<file path="config.mk">
export PLATFORM = sky130hd
export DESIGN_NAME = ddc_channel
export DESIGN_NICKNAME = d
export VERILOG_FILES = /design/src/core/ddc_pkg.sv /design/src/core/ddc_eval_if.sv /design/src/core/ddc_desc_eval.sv /design/src/core/ddc_channel.sv
export SDC_FILE = /design/constraint.sdc
export NUM_CORES = 1
export LEC_CHECK = 0
export ABC_AREA = 0
export BUFFER_PORTS_ARGS = -buffer_cell sky130_fd_sc_hd__buf_4
export CAP_MARGIN = 20
export CELL_PAD_IN_SITES_DETAIL_PLACEMENT = 1
export CELL_PAD_IN_SITES_GLOBAL_PLACEMENT = 1
export CORE_UTILIZATION = 45
export CTS_BUF_LIST = sky130_fd_sc_hd__clkbuf_4 sky130_fd_sc_hd__clkbuf_8
export CTS_CLUSTER_SIZE = 20
export DETAILED_ROUTE_END_ITERATION = 8
export PLACE_DENSITY_LB_ADDON = 0.1
export SYNTH_ARGS = -nofsm -noshare
export SYNTH_HDL_FRONTEND = slang
export SYNTH_HIERARCHICAL = 1
export SYNTH_SLANG_ARGS = --single-unit
export TNS_END_PERCENT = 10
</file>
<file path="constraint.sdc">
create_clock -name i_clock -period 4.2 [get_ports i_clock]
set_clock_uncertainty 0.1 [all_clocks]
set_input_delay 0.21 -clock i_clock [delete_from_list [all_inputs] [get_ports i_clock]]
set_output_delay 0.21 -clock i_clock [all_outputs]
set_load 0.01 [all_outputs]
</file>
<file path="src/core/ddc_pkg.sv">
// shared constants, states and state record of the descriptor data channel
package ddc_pkg;
    localparam int DDC_WORD_W = 36;
    localparam int DDC_CNT_W = 18;
    localparam int DDC_PTR_W = 22;
    // bit n counted from the left sits at vector index 35-n
    localparam int DDC_NARROW_PTR_W = 18;
    localparam int DDC_WIDE_PTR_W = 22;
    localparam int DDC_NARROW_CNT_W = 18;
    localparam int DDC_WIDE_CNT_W = 14;
    localparam int DDC_HALF_W = 18;
    localparam int DDC_CLK_PERIOD_NS = 40;
    localparam int DDC_START_DELAY_NS = 50;
    localparam int DDC_START_DELAY_CYC =
        (DDC_START_DELAY_NS + DDC_CLK_PERIOD_NS - 1) / DDC_CLK_PERIOD_NS;
    localparam logic [1:0] DDC_START_DELAY_LAST = 2'(DDC_START_DELAY_CYC - 1);
    localparam logic [DDC_WORD_W-1:0] DDC_WORD_ZERO = 36'h0_0000_0000;
    localparam logic [DDC_PTR_W-1:0] DDC_PTR_ZERO = 22'h00_0000;
    localparam logic [DDC_CNT_W-1:0] DDC_CNT_ZERO = 18'h0_0000;
    localparam logic [DDC_CNT_W-1:0] DDC_CNT_ONES = 18'h3_FFFF;

    typedef enum logic [3:0] {
        DDC_IDLE = 4'h0,
        DDC_START_DLY = 4'h1,
        DDC_WAIT_ADDR = 4'h2,
        DDC_LOAD_ADDR = 4'h3,
        DDC_FETCH = 4'h4,
        DDC_EVAL = 4'h5,
        DDC_XFER_IN = 4'h6,
        DDC_IN_WRITE = 4'h7,
        DDC_XFER_OUT = 4'h8,
        DDC_OUT_READ = 4'h9
    } ddc_state_type;

    typedef struct packed {
        ddc_state_type state;
        logic [1:0] delay_cnt;
        logic start_s;
        logic start_prev;
        logic pulse_s;
        logic pulse_prev;
        logic to_peer;
        logic cycle_halt;
        logic [DDC_PTR_W-1:0] desc_ptr;
        logic [DDC_CNT_W-1:0] count;
        logic [DDC_PTR_W-1:0] xfer_ptr;
        logic [DDC_WORD_W-1:0] buffer;
        logic buf_full;
        logic buf_perr;
        logic dev_ready;
        logic skip;
        logic [DDC_WORD_W-1:0] data_out;
        logic data_oe;
        logic chan_pulse;
        logic desc_perr;
        logic data_perr;
    } ddc_regs_type;
endpackage

</file>
<file path="src/core/ddc_eval_if.sv">
// descriptor word and its split fields passed to the evaluator
`timescale 1ns/1ps
interface ddc_eval_if;
    import ddc_pkg::*;
    logic [DDC_WORD_W-1:0] word;
    logic wide;
    logic [DDC_CNT_W-1:0] count;
    logic [DDC_PTR_W-1:0] pointer;
    logic count_zero;
    logic pointer_zero;
    modport eval (input word, input wide, output count, output pointer,
        output count_zero, output pointer_zero);
    modport user (output word, output wide, input count, input pointer,
        input count_zero, input pointer_zero);
endinterface

</file>
<file path="src/core/ddc_desc_eval.sv">
// splits a descriptor into count and pointer by format and flags zero fields
`timescale 1ns/1ps
module ddc_desc_eval (
    ddc_eval_if.eval eval_port
);
    import ddc_pkg::*;

    always_comb begin
        if (eval_port.wide) begin
            eval_port.count = {{(DDC_CNT_W-DDC_WIDE_CNT_W){1'b1}},
                eval_port.word[DDC_WORD_W-1:DDC_WIDE_PTR_W]};
            eval_port.pointer = eval_port.word[DDC_WIDE_PTR_W-1:0];
            eval_port.count_zero = (eval_port.word[DDC_WORD_W-1:DDC_WIDE_PTR_W] == '0);
        end else begin
            eval_port.count = eval_port.word[DDC_WORD_W-1:DDC_NARROW_PTR_W];
            eval_port.pointer = {{(DDC_PTR_W-DDC_NARROW_PTR_W){1'b0}},
                eval_port.word[DDC_NARROW_PTR_W-1:0]};
            eval_port.count_zero = (eval_port.word[DDC_WORD_W-1:DDC_NARROW_PTR_W] == '0);
        end
        eval_port.pointer_zero = (eval_port.pointer == DDC_PTR_ZERO);
    end
endmodule

</file>
<file path="src/core/ddc_channel.sv">
// descriptor data channel sequencer: peripheral handshake, descriptor walk, word moves
`timescale 1ns/1ps
// How it works
// - descriptor parity fault drops grant and sends one descriptor fault pulse
// - faulty memory word goes out with its strobe and a payload fault pulse
// - either side ends a session; grant falls, request may stay up
// - request clears halt flag and buffer; grant rises after the 50 ns delay, rounded up to two 40 ns clocks
// - right half of buffer loads descriptor pointer, buffer cleared together
// - descriptor fetched at descriptor pointer; left is count, right pointer
// - both nonzero: move words, step count and pointer per word
// - count overflow fetches the next descriptor
// - nonzero count, zero pointer into memory: accept words, write none
// - zero count, nonzero pointer: jump to pointer and fetch again
// - all-zero descriptor returns channel to idle and drops grant
// - descriptor pointer steps once a transfer descriptor is evaluated
// - toward peripheral, first fetched word goes out at once
// - toward peripheral, empty buffer reads memory, full buffer waits strobe
// - toward peripheral, zero count and empty buffer fetch next descriptor
// - into memory with nonzero pointer, each strobed word is stored, stepped, then answered
// - descriptor split follows narrow or wide format
// - force clear returns the whole channel to cleared idle
module ddc_channel (
    input wire logic i_clock,
    input wire logic i_rstn,
    input wire logic i_force_clear,
    input wire logic i_wide_format,
    input wire logic i_start,
    input wire logic i_to_peer_direction,
    input wire logic i_dev_pulse,
    input wire logic [ddc_pkg::DDC_WORD_W-1:0] i_data,
    output logic [ddc_pkg::DDC_WORD_W-1:0] o_data,
    output logic o_data_oe,
    output logic o_busy,
    output logic o_chan_pulse,
    output logic o_desc_parity_err,
    output logic o_data_parity_err,
    output logic o_cycle_halt,
    output logic o_mem_req,
    output logic o_mem_we,
    output logic [ddc_pkg::DDC_PTR_W-1:0] o_mem_addr,
    output logic [ddc_pkg::DDC_WORD_W-1:0] o_mem_wdata,
    input wire logic i_mem_ack,
    input wire logic [ddc_pkg::DDC_WORD_W-1:0] i_mem_rdata,
    input wire logic i_mem_parity_err
);
    import ddc_pkg::*;

    ddc_regs_type r_q;
    ddc_regs_type r_d;
    ddc_eval_if eval_bus ();
    logic pulse_evt;
    logic [DDC_PTR_W-1:0] xfer_ptr_inc;
    logic [DDC_CNT_W-1:0] count_inc;
    logic count_last;

    localparam ddc_regs_type DDC_REGS_RESET = '{
        state: DDC_IDLE,
        delay_cnt: 2'h0,
        desc_ptr: DDC_PTR_ZERO,
        count: DDC_CNT_ZERO,
        xfer_ptr: DDC_PTR_ZERO,
        buffer: DDC_WORD_ZERO,
        data_out: DDC_WORD_ZERO,
        default: 1'b0
    };

    assign eval_bus.word = r_q.buffer;
    assign eval_bus.wide = i_wide_format;

    ddc_desc_eval u_eval (
        .eval_port(eval_bus)
    );

    // rising edge of the sampled strobe is the event
    assign pulse_evt = r_q.pulse_s & ~r_q.pulse_prev;
    assign count_inc = r_q.count + 18'h0_0001;
    assign count_last = (r_q.count == DDC_CNT_ONES);

    always_comb begin
        xfer_ptr_inc = r_q.xfer_ptr + 22'h00_0001;
        if (!i_wide_format) begin
            xfer_ptr_inc[DDC_PTR_W-1:DDC_NARROW_PTR_W] = '0;
        end
    end

    always_comb begin
        r_d = r_q;
        r_d.start_s = i_start;
        r_d.pulse_s = i_dev_pulse;
        r_d.pulse_prev = r_q.pulse_s;
        r_d.start_prev = r_q.start_s;
        r_d.chan_pulse = 1'b0;
        r_d.desc_perr = 1'b0;
        r_d.data_perr = 1'b0;
        r_d.data_oe = 1'b0;
        case (r_q.state)
            DDC_IDLE: begin
                // only a fresh request opens a session, a held one after termination does not
                if (r_q.start_s && !r_q.start_prev) begin
                    r_d.cycle_halt = 1'b0;
                    r_d.buffer = DDC_WORD_ZERO;
                    r_d.buf_full = 1'b0;
                    r_d.delay_cnt = 2'h0;
                    r_d.state = DDC_START_DLY;
                end
            end
            DDC_START_DLY: begin
                r_d.delay_cnt = r_q.delay_cnt + 2'h1;
                r_d.to_peer = i_to_peer_direction;
                if (r_q.delay_cnt == DDC_START_DELAY_LAST) begin
                    r_d.state = DDC_WAIT_ADDR;
                end
            end
            DDC_WAIT_ADDR: begin
                if (pulse_evt) begin
                    r_d.buffer = i_data;
                    r_d.state = DDC_LOAD_ADDR;
                end
            end
            DDC_LOAD_ADDR: begin
                r_d.desc_ptr = {{(DDC_PTR_W-DDC_HALF_W){1'b0}},
                    r_q.buffer[DDC_HALF_W-1:0]};
                r_d.buffer = DDC_WORD_ZERO;
                r_d.dev_ready = r_q.to_peer;
                r_d.state = DDC_FETCH;
            end
            DDC_FETCH: begin
                if (i_mem_ack) begin
                    r_d.buffer = i_mem_rdata;
                    if (i_mem_parity_err) begin
                        r_d.desc_perr = 1'b1;
                        r_d.cycle_halt = 1'b1;
                        r_d.state = DDC_IDLE;
                    end else begin
                        r_d.state = DDC_EVAL;
                    end
                end
            end
            DDC_EVAL: begin
                if (eval_bus.count_zero && eval_bus.pointer_zero) begin
                    r_d.cycle_halt = 1'b1;
                    r_d.state = DDC_IDLE;
                end else if (eval_bus.count_zero) begin
                    r_d.desc_ptr = eval_bus.pointer;
                    r_d.state = DDC_FETCH;
                end else begin
                    r_d.count = eval_bus.count;
                    r_d.xfer_ptr = eval_bus.pointer;
                    r_d.skip = eval_bus.pointer_zero & ~r_q.to_peer;
                    r_d.desc_ptr = r_q.desc_ptr + 22'h00_0001;
                    if (!i_wide_format) begin
                        r_d.desc_ptr[DDC_PTR_W-1:DDC_NARROW_PTR_W] = '0;
                    end
                    r_d.buffer = DDC_WORD_ZERO;
                    r_d.buf_full = 1'b0;
                    if (r_q.to_peer) begin
                        r_d.state = DDC_XFER_OUT;
                    end else begin
                        r_d.chan_pulse = 1'b1;
                        r_d.state = DDC_XFER_IN;
                    end
                end
            end
            DDC_XFER_IN: begin
                if (pulse_evt) begin
                    r_d.buffer = i_data;
                    if (r_q.skip) begin
                        r_d.count = count_inc;
                        r_d.buffer = DDC_WORD_ZERO;
                        r_d.chan_pulse = 1'b1;
                        if (count_last) begin
                            r_d.state = DDC_FETCH;
                        end
                    end else begin
                        r_d.state = DDC_IN_WRITE;
                    end
                end
            end
            DDC_IN_WRITE: begin
                if (i_mem_ack) begin
                    r_d.count = count_inc;
                    r_d.xfer_ptr = xfer_ptr_inc;
                    r_d.buffer = DDC_WORD_ZERO;
                    r_d.chan_pulse = 1'b1;
                    r_d.state = count_last ? DDC_FETCH : DDC_XFER_IN;
                end
            end
            DDC_XFER_OUT: begin
                if (pulse_evt) begin
                    r_d.dev_ready = 1'b1;
                end
                if (r_q.buf_full && r_q.dev_ready) begin
                    r_d.data_out = r_q.buffer;
                    r_d.data_oe = 1'b1;
                    r_d.chan_pulse = 1'b1;
                    r_d.data_perr = r_q.buf_perr;
                    r_d.buf_full = 1'b0;
                    r_d.buf_perr = 1'b0;
                    r_d.dev_ready = pulse_evt;
                end else if (!r_q.buf_full) begin
                    if (r_q.count == DDC_CNT_ZERO) begin
                        r_d.state = DDC_FETCH;
                    end else begin
                        r_d.state = DDC_OUT_READ;
                    end
                end
            end
            DDC_OUT_READ: begin
                if (pulse_evt) begin
                    r_d.dev_ready = 1'b1;
                end
                if (i_mem_ack) begin
                    r_d.buffer = i_mem_rdata;
                    r_d.buf_perr = i_mem_parity_err;
                    r_d.buf_full = 1'b1;
                    r_d.count = count_inc;
                    r_d.xfer_ptr = xfer_ptr_inc;
                    r_d.state = DDC_XFER_OUT;
                end
            end
            default: begin
                r_d.state = DDC_IDLE;
            end
        endcase
        // peripheral withdrawing its request ends the session
        if (r_q.state != DDC_IDLE && !r_q.start_s) begin
            r_d.state = DDC_IDLE;
            r_d.data_perr = 1'b0;
            r_d.data_oe = 1'b0;
        end
    end

    always_ff @(posedge i_clock) begin
        if (!i_rstn || i_force_clear) begin
            r_q <= DDC_REGS_RESET;
        end else begin
            r_q <= r_d;
        end
    end

    // grant is up whenever the channel is past the start delay
    assign o_busy = (r_q.state != DDC_IDLE) && (r_q.state != DDC_START_DLY);
    assign o_mem_req = (r_q.state == DDC_FETCH) || (r_q.state == DDC_IN_WRITE)
        || (r_q.state == DDC_OUT_READ);
    assign o_mem_we = (r_q.state == DDC_IN_WRITE);
    assign o_mem_addr = (r_q.state == DDC_FETCH) ? r_q.desc_ptr : r_q.xfer_ptr;
    assign o_mem_wdata = r_q.buffer;
    assign o_data = r_q.data_out;
    assign o_data_oe = r_q.data_oe;
    assign o_chan_pulse = r_q.chan_pulse;
    assign o_desc_parity_err = r_q.desc_perr;
    assign o_data_parity_err = r_q.data_perr;
    assign o_cycle_halt = r_q.cycle_halt;
endmodule

</file>
## Word-level counts from Yosys, hierarchy flattened

Cells that the tools add are included.

| operators by class | value |
|---|---|
| $add $sub $neg | 4 |
| bitwise gates (word level) | 10 |
| equality and inequality tests | 28 |
| reduce and logical (&&, ||, !) cells | 41 |
| multiplexer cells | 60 |

Operators with widths:

| cell | number |
|---|---|
| 36-bit case mux with 8 select lines | 1 |
| 36-bit two-way mux | 4 |
| 99-bit two-way mux | 1 |
| 78-bit two-way mux | 1 |
| 77-bit two-way mux | 1 |
| 76-bit two-way mux | 1 |
| 18-bit case mux with 4 select lines | 1 |
| 22-bit two-way mux | 3 |
| 22-bit case mux with 3 select lines | 1 |
| 4-bit two-way mux | 16 |
| 18-bit two-way mux | 3 |
| 22-bit by 1-bit adder with 22-bit output, second input constant | 2 |
| 22-bit case mux with 2 select lines | 1 |
| 4-bit case mux with 10 select lines | 1 |
| 37-bit two-way mux | 1 |
| 18-bit logical NOT | 2 |
| 2-bit inequality test, second input constant | 14 |
| 22-bit logical NOT | 1 |
| 18-bit by 1-bit adder with 18-bit output, second input constant | 1 |
| 18-bit == test, second input constant | 1 |
| 4-bit by 3-bit == test with 1-bit output, second input constant | 4 |
| 14-bit logical NOT | 1 |
| 1-bit two-way mux | 13 |
| 4-bit nonzero test | 3 |
| 34 further kinds | 65 |

| word-level totals | value |
|---|---|
| output and inout bits | 102 |
| logic and storage cells | 164 |
| flip-flop bits (word level) | 154 |
| input bits | 81 |

## Longest topological paths before layout

| depth | value |
|---|---|
| depth in word-level cells | 5 |
| depth in mapped cells | 12 |
| mapped depth without buffers | 8 |

## Modules after synthesis

Netlist, hierarchy kept.

Modules (own cells, without submodules):

| module | times used | area each (um^2) | cells each | sequential area each (um^2) |
|---|---|---|---|---|
| ddc_channel | 1 | 8888.5 | 1188 | 3083.0 |
| ddc_desc_eval | 1 | 519.2 | 60 | 0.0 |

## Worst setup path after synthesis

Ideal clock, no wire load.

| timing path | value |
|---|---|
| kind | register to register |
| start point | reg r_q (netlist bit o_mem_wdata[24]) |
| end point | reg r_q[132] (netlist name) |
| stages on the path, launching flop included | 12 |
| clock period less this slack | 2.374 ns |
| data required time | 4.030 ns |
| buffers on the path | 3 |
| setup slack | 1.826 ns |
| data arrival time | 2.204 ns |
| path through | dfxtp_1 > nor4_1 > nand4_1 > nor2_1 > clkbuf_1 > nand2_1 > a21oi_1 > or2_2 > clkbuf_1 > clkbuf_1 > o21ai_0 > a21oi_1 |

| between the ends | value |
|---|---|
| cells in the longest elaborated chain, start to end | 5 |
| elaborated cells between the ends (all ways) | 9 |

Ends and longest elaborated chain:

| element | RTL line | RTL |
|---|---|---|
| from (decl) | ddc_channel.sv:48 | `ddc_regs_type r_q;` |
| from (signal assigned) | ddc_channel.sv:237 | `r_q <= r_d;` |
| 18-bit logical NOT or 14-bit logical NOT (tied branches) | ddc_desc_eval.sv:18, ddc_desc_eval.sv:13 |  |
| 1-bit two-way mux (*) | ddc_desc_eval.sv:9 | `if (eval_port.wide) begin` |
| via eval_bus.count_zero | ddc_eval_if.sv:9 | `logic count_zero;` |
| 22-bit two-way mux or 1-bit logical AND (tied branches) | ddc_channel.sv:143, ddc_channel.sv:140 |  |
| 99-bit two-way mux or 2-bit inequality test (tied branches) | -- |  |
| 22-bit case mux with 2 select lines or 2-bit AND reduction (tied branches) | -- |  |

Mark *: on every way through the listed nets, which the timed path passes. The rest lies on a longest branch. The select of a mux whose other input is x is not followed.
A chain may end at the register's enable or synchronous reset.

## Worst setup path in the final report

| timing path | value |
|---|---|
| start point | reg r_q[150] (netlist name) |
| end point | reg r_q (netlist bit o_mem_wdata[35]) |

| between the ends | value |
|---|---|
| cells in the longest elaborated chain, start to end | 3 |
| elaborated cells between the ends (all ways) | 19 |

Ends and longest elaborated chain:

| element | RTL line | RTL |
|---|---|---|
| 4-bit by 3-bit == test with 1-bit output (tied with other cells) | ddc_channel.sv:96 | `case (r_q.state)` |
| 8-bit nonzero test (no line) (tied with other cells) | -- |  |
| 9-bit AND reduction (no line) | -- |  |

Parallel ways exist; a longest one is shown, timed or not.

==> impl_metrics.ini <==
[hold_path]
holdCritPathClass = in -> reg

[finish]
final_area_um2 = 11410
drive_gt1_share_pct = 20.61
diodes = 0
nNetsFinal = 1456
final_cell_mix = nand2_1, buf_4, dfxtp_1
area_delta_synth_final_pct = 21.32
stdcell_count = 1653
final_common_cell = nand2_1

[global_route]
grt_start_max_net_pins = 58
grt-ovfl-total = 0
grt.total_usage_pct = 33.21
grt_pass1_vias = 10117
grt_pass1_wl_um = 56570
antenna_found_initial = 0

[die]
fp.dieArea_um2 = 21490
core_um2 = 20360
fp.dieW_um = 146.6
dieHeight_um = 146.6
rows = 52
ios = 183
start_util_pct = 46.20

[status]
status = finished, final reports clean

[clock_network]
post_cts_buffers = 0
cts_tree = done
clk_pin_slew_ps = 110
cts_made_buffers = 17
root_buffer = clkbuf_8
htreeDepth = 4
clock_path_buffers = 2
ctsResizeCount = 0
cts.sinks = 154
clock_latency_ps = 500

[route]
final_antenna_net_count = 0
wl_per_cell_um = 21.62
drc_errors = 0
vias = 10040
routed_wl_um = 35740
vias_per_cell = 6.074
drtIter0Drc = 736
drtPass1Iterations = 5

[power_and_ir_drop]
total_power_mw = 3.094
p_leak_nw = 4.404
ir_drop_uv = 242.9
p_per_area_nw_per_um2 = 271.1

[timing]
slew_violations = 0
finalSetupViolations = 0
grt_setup_unrepaired = false
period_minus_slack_ps = 3699
max_slew_margin_pct = 23.33
fin_setup_tns_ps = 0
finalHoldViolCount = 0
final.period_utilization_pct = 88.08
tightest_slew_ps = 1149
max_freq_mhz = 270.3

[logic_synthesis]
syn_area_per_cell_um2 = 7.538
synth_seq_cells = 154
async_reset_ff_share_pct = 0
synth-seq-area-share_pct = 32.77
postSynthCellCount = 1248
synth.distinct_cells = 81
synth_ff_type = dfxtp_1
syn_area_um2 = 9408
synth-warning-count = 6
synth_nets = 1334
synth_edf_count = 0

[critical_path]
slowest_stage = dfxtp_1
worstPathRequired_ps = 4500
criticalPathCategory = reg -> reg
cp-start-kind = flip-flop
cp.arrival_ps = 4000
worst_setup_path_end_kind = flip-flop
cp_slowest_stage_delay_ps = 960
crit_fanout = 27
path_cells = and2b_1 > mux2i_1 > nor2_2 > buf_4 > a221oi_1 > dlygate4sd3_1 > nor3_1

[placement]
gp_congestion = 0.8728
port_buffers = 182
dp.cells = 1542
placed_cell_area_um2 = 10220
dp_hpwl_um = 22500

[flow_run]
cap_viol_max_count = 0
what timing repair did:
item                                    CTS  global route
hold buffers                             78             0
endpoints found under the setup margin    0             0
endpoints found under the hold margin    42             0
Yosys cell counts (5+ instances only):
master	instances	area, um2
buf_2	26	130.1
a21oi_1	114	570.6
nor3_1	50	250.2
o22ai_1	15	93.84
a211oi_1	18	135.1
nand2_1	227	852.1
nor4_1	20	125.1
nand4_1	13	81.33
a31oi_1	11	68.82
nand3_1	39	195.2
and2_1	13	81.33
o31ai_1	5	37.54
a221oi_1	37	324.1
buf_4	95	713.2
and3_1	12	75.07
o32ai_1	5	43.79
dfxtp_1	154	3083
o21a_1	7	52.55
clkbuf_1	55	206.5
mux2i_1	6	60.06
mux2_4	10	150.1
o21ai_0	63	315.3
a21o_1	6	45.04
nand2b_1	8	50.05
inv_1	11	41.29
ha_1	5	62.56
o211ai_1	8	60.06
nor2_1	54	202.7
a32o_1	5	50.05
nor2b_1	47	294.0
or3_1	10	62.56
kinds of logic after synthesis:
logic type	synth area share, %
buffers and inverters	12.29
xor gates and xnor gates	0.5586
muxes	2.713
and+or+nand+nor	28.14
adders and majority gates	0.6650
DFF	32.77
AOI/OAI and AO/OA	22.86
worst max-delay path, delay by kind of cell, from the launching register on:
kind	cells	cell delay (ps)
AO/OA/AOI/OAI	1	90
buffers and inverters	2	950
multiplexers	1	110
AND/OR/NAND/NOR	3	1380
flip-flops	1	960
power by group:
| part | leakage [nW] | switching, mW | total [mW] | internal, mW |
|---|---|---|---|---|
| Sequential | 1.24 | 0.0375 | 1.51 | 1.47 |
| Clock | 0.199 | 0.722 | 1.18 | 0.457 |
| Combinational | 2.96 | 0.203 | 0.405 | 0.202 |
layout make-up:
cell class              count  area [um2]
well taps                 270       337.8
flip-flops and latches    154        3083
clock buffers              18       241.5
repair buffers            286        2355
clock inverters            14       151.4
multi-input cells         900        5204
inverters                  11       41.29
fillers                  2512        8951
per-layer routing:
layer / GRT usage, % / vias up / share of wire (%)
met2: 51.49 / 385 / 46
met3: 7.219 / 58 / 7.3
li1: - / 4647 / -
met1: 45.86 / 4950 / 45
met4: 9.948 / 0 / 1.8
met5: 0 / - / 0
state kept, by name, indices dropped and copies added (netlist names):
name	flops
r_q	75
o_data	36
o_mem_wdata	36
r_d	2
o_chan_pulse	1
o_cycle_halt	1
o_data_oe	1
o_data_parity_err	1
o_desc_parity_err	1
path summary, 6_finish.rpt:
path	depth (start not counted)	slack [ps]	startpoint	to
setup / recovery	7	500	r_q[150]	o_mem_wdata[35]
hold / removal	4	170	i_force_clear	r_q[83]
setup reg to reg	7	500	r_q[150]	o_mem_wdata[35]
hold reg to reg	2	360	o_data[35]	o_data[35]
stage by stage:
step	hold slack (ps)	setup WS, ps	utilization [%]
2_1_floorplan	231.7	1826	-
3_3_place_gp	317.1	1019	50.18
3_5_place_dp	322.6	916.8	50.18
4_1_cts	153.2	366.0	55.95
5_1_grt	148.4	311.3	56.05
6_report	171.4	500.6	56.05
No activity file was read; power rests on OpenSTA's default activity.
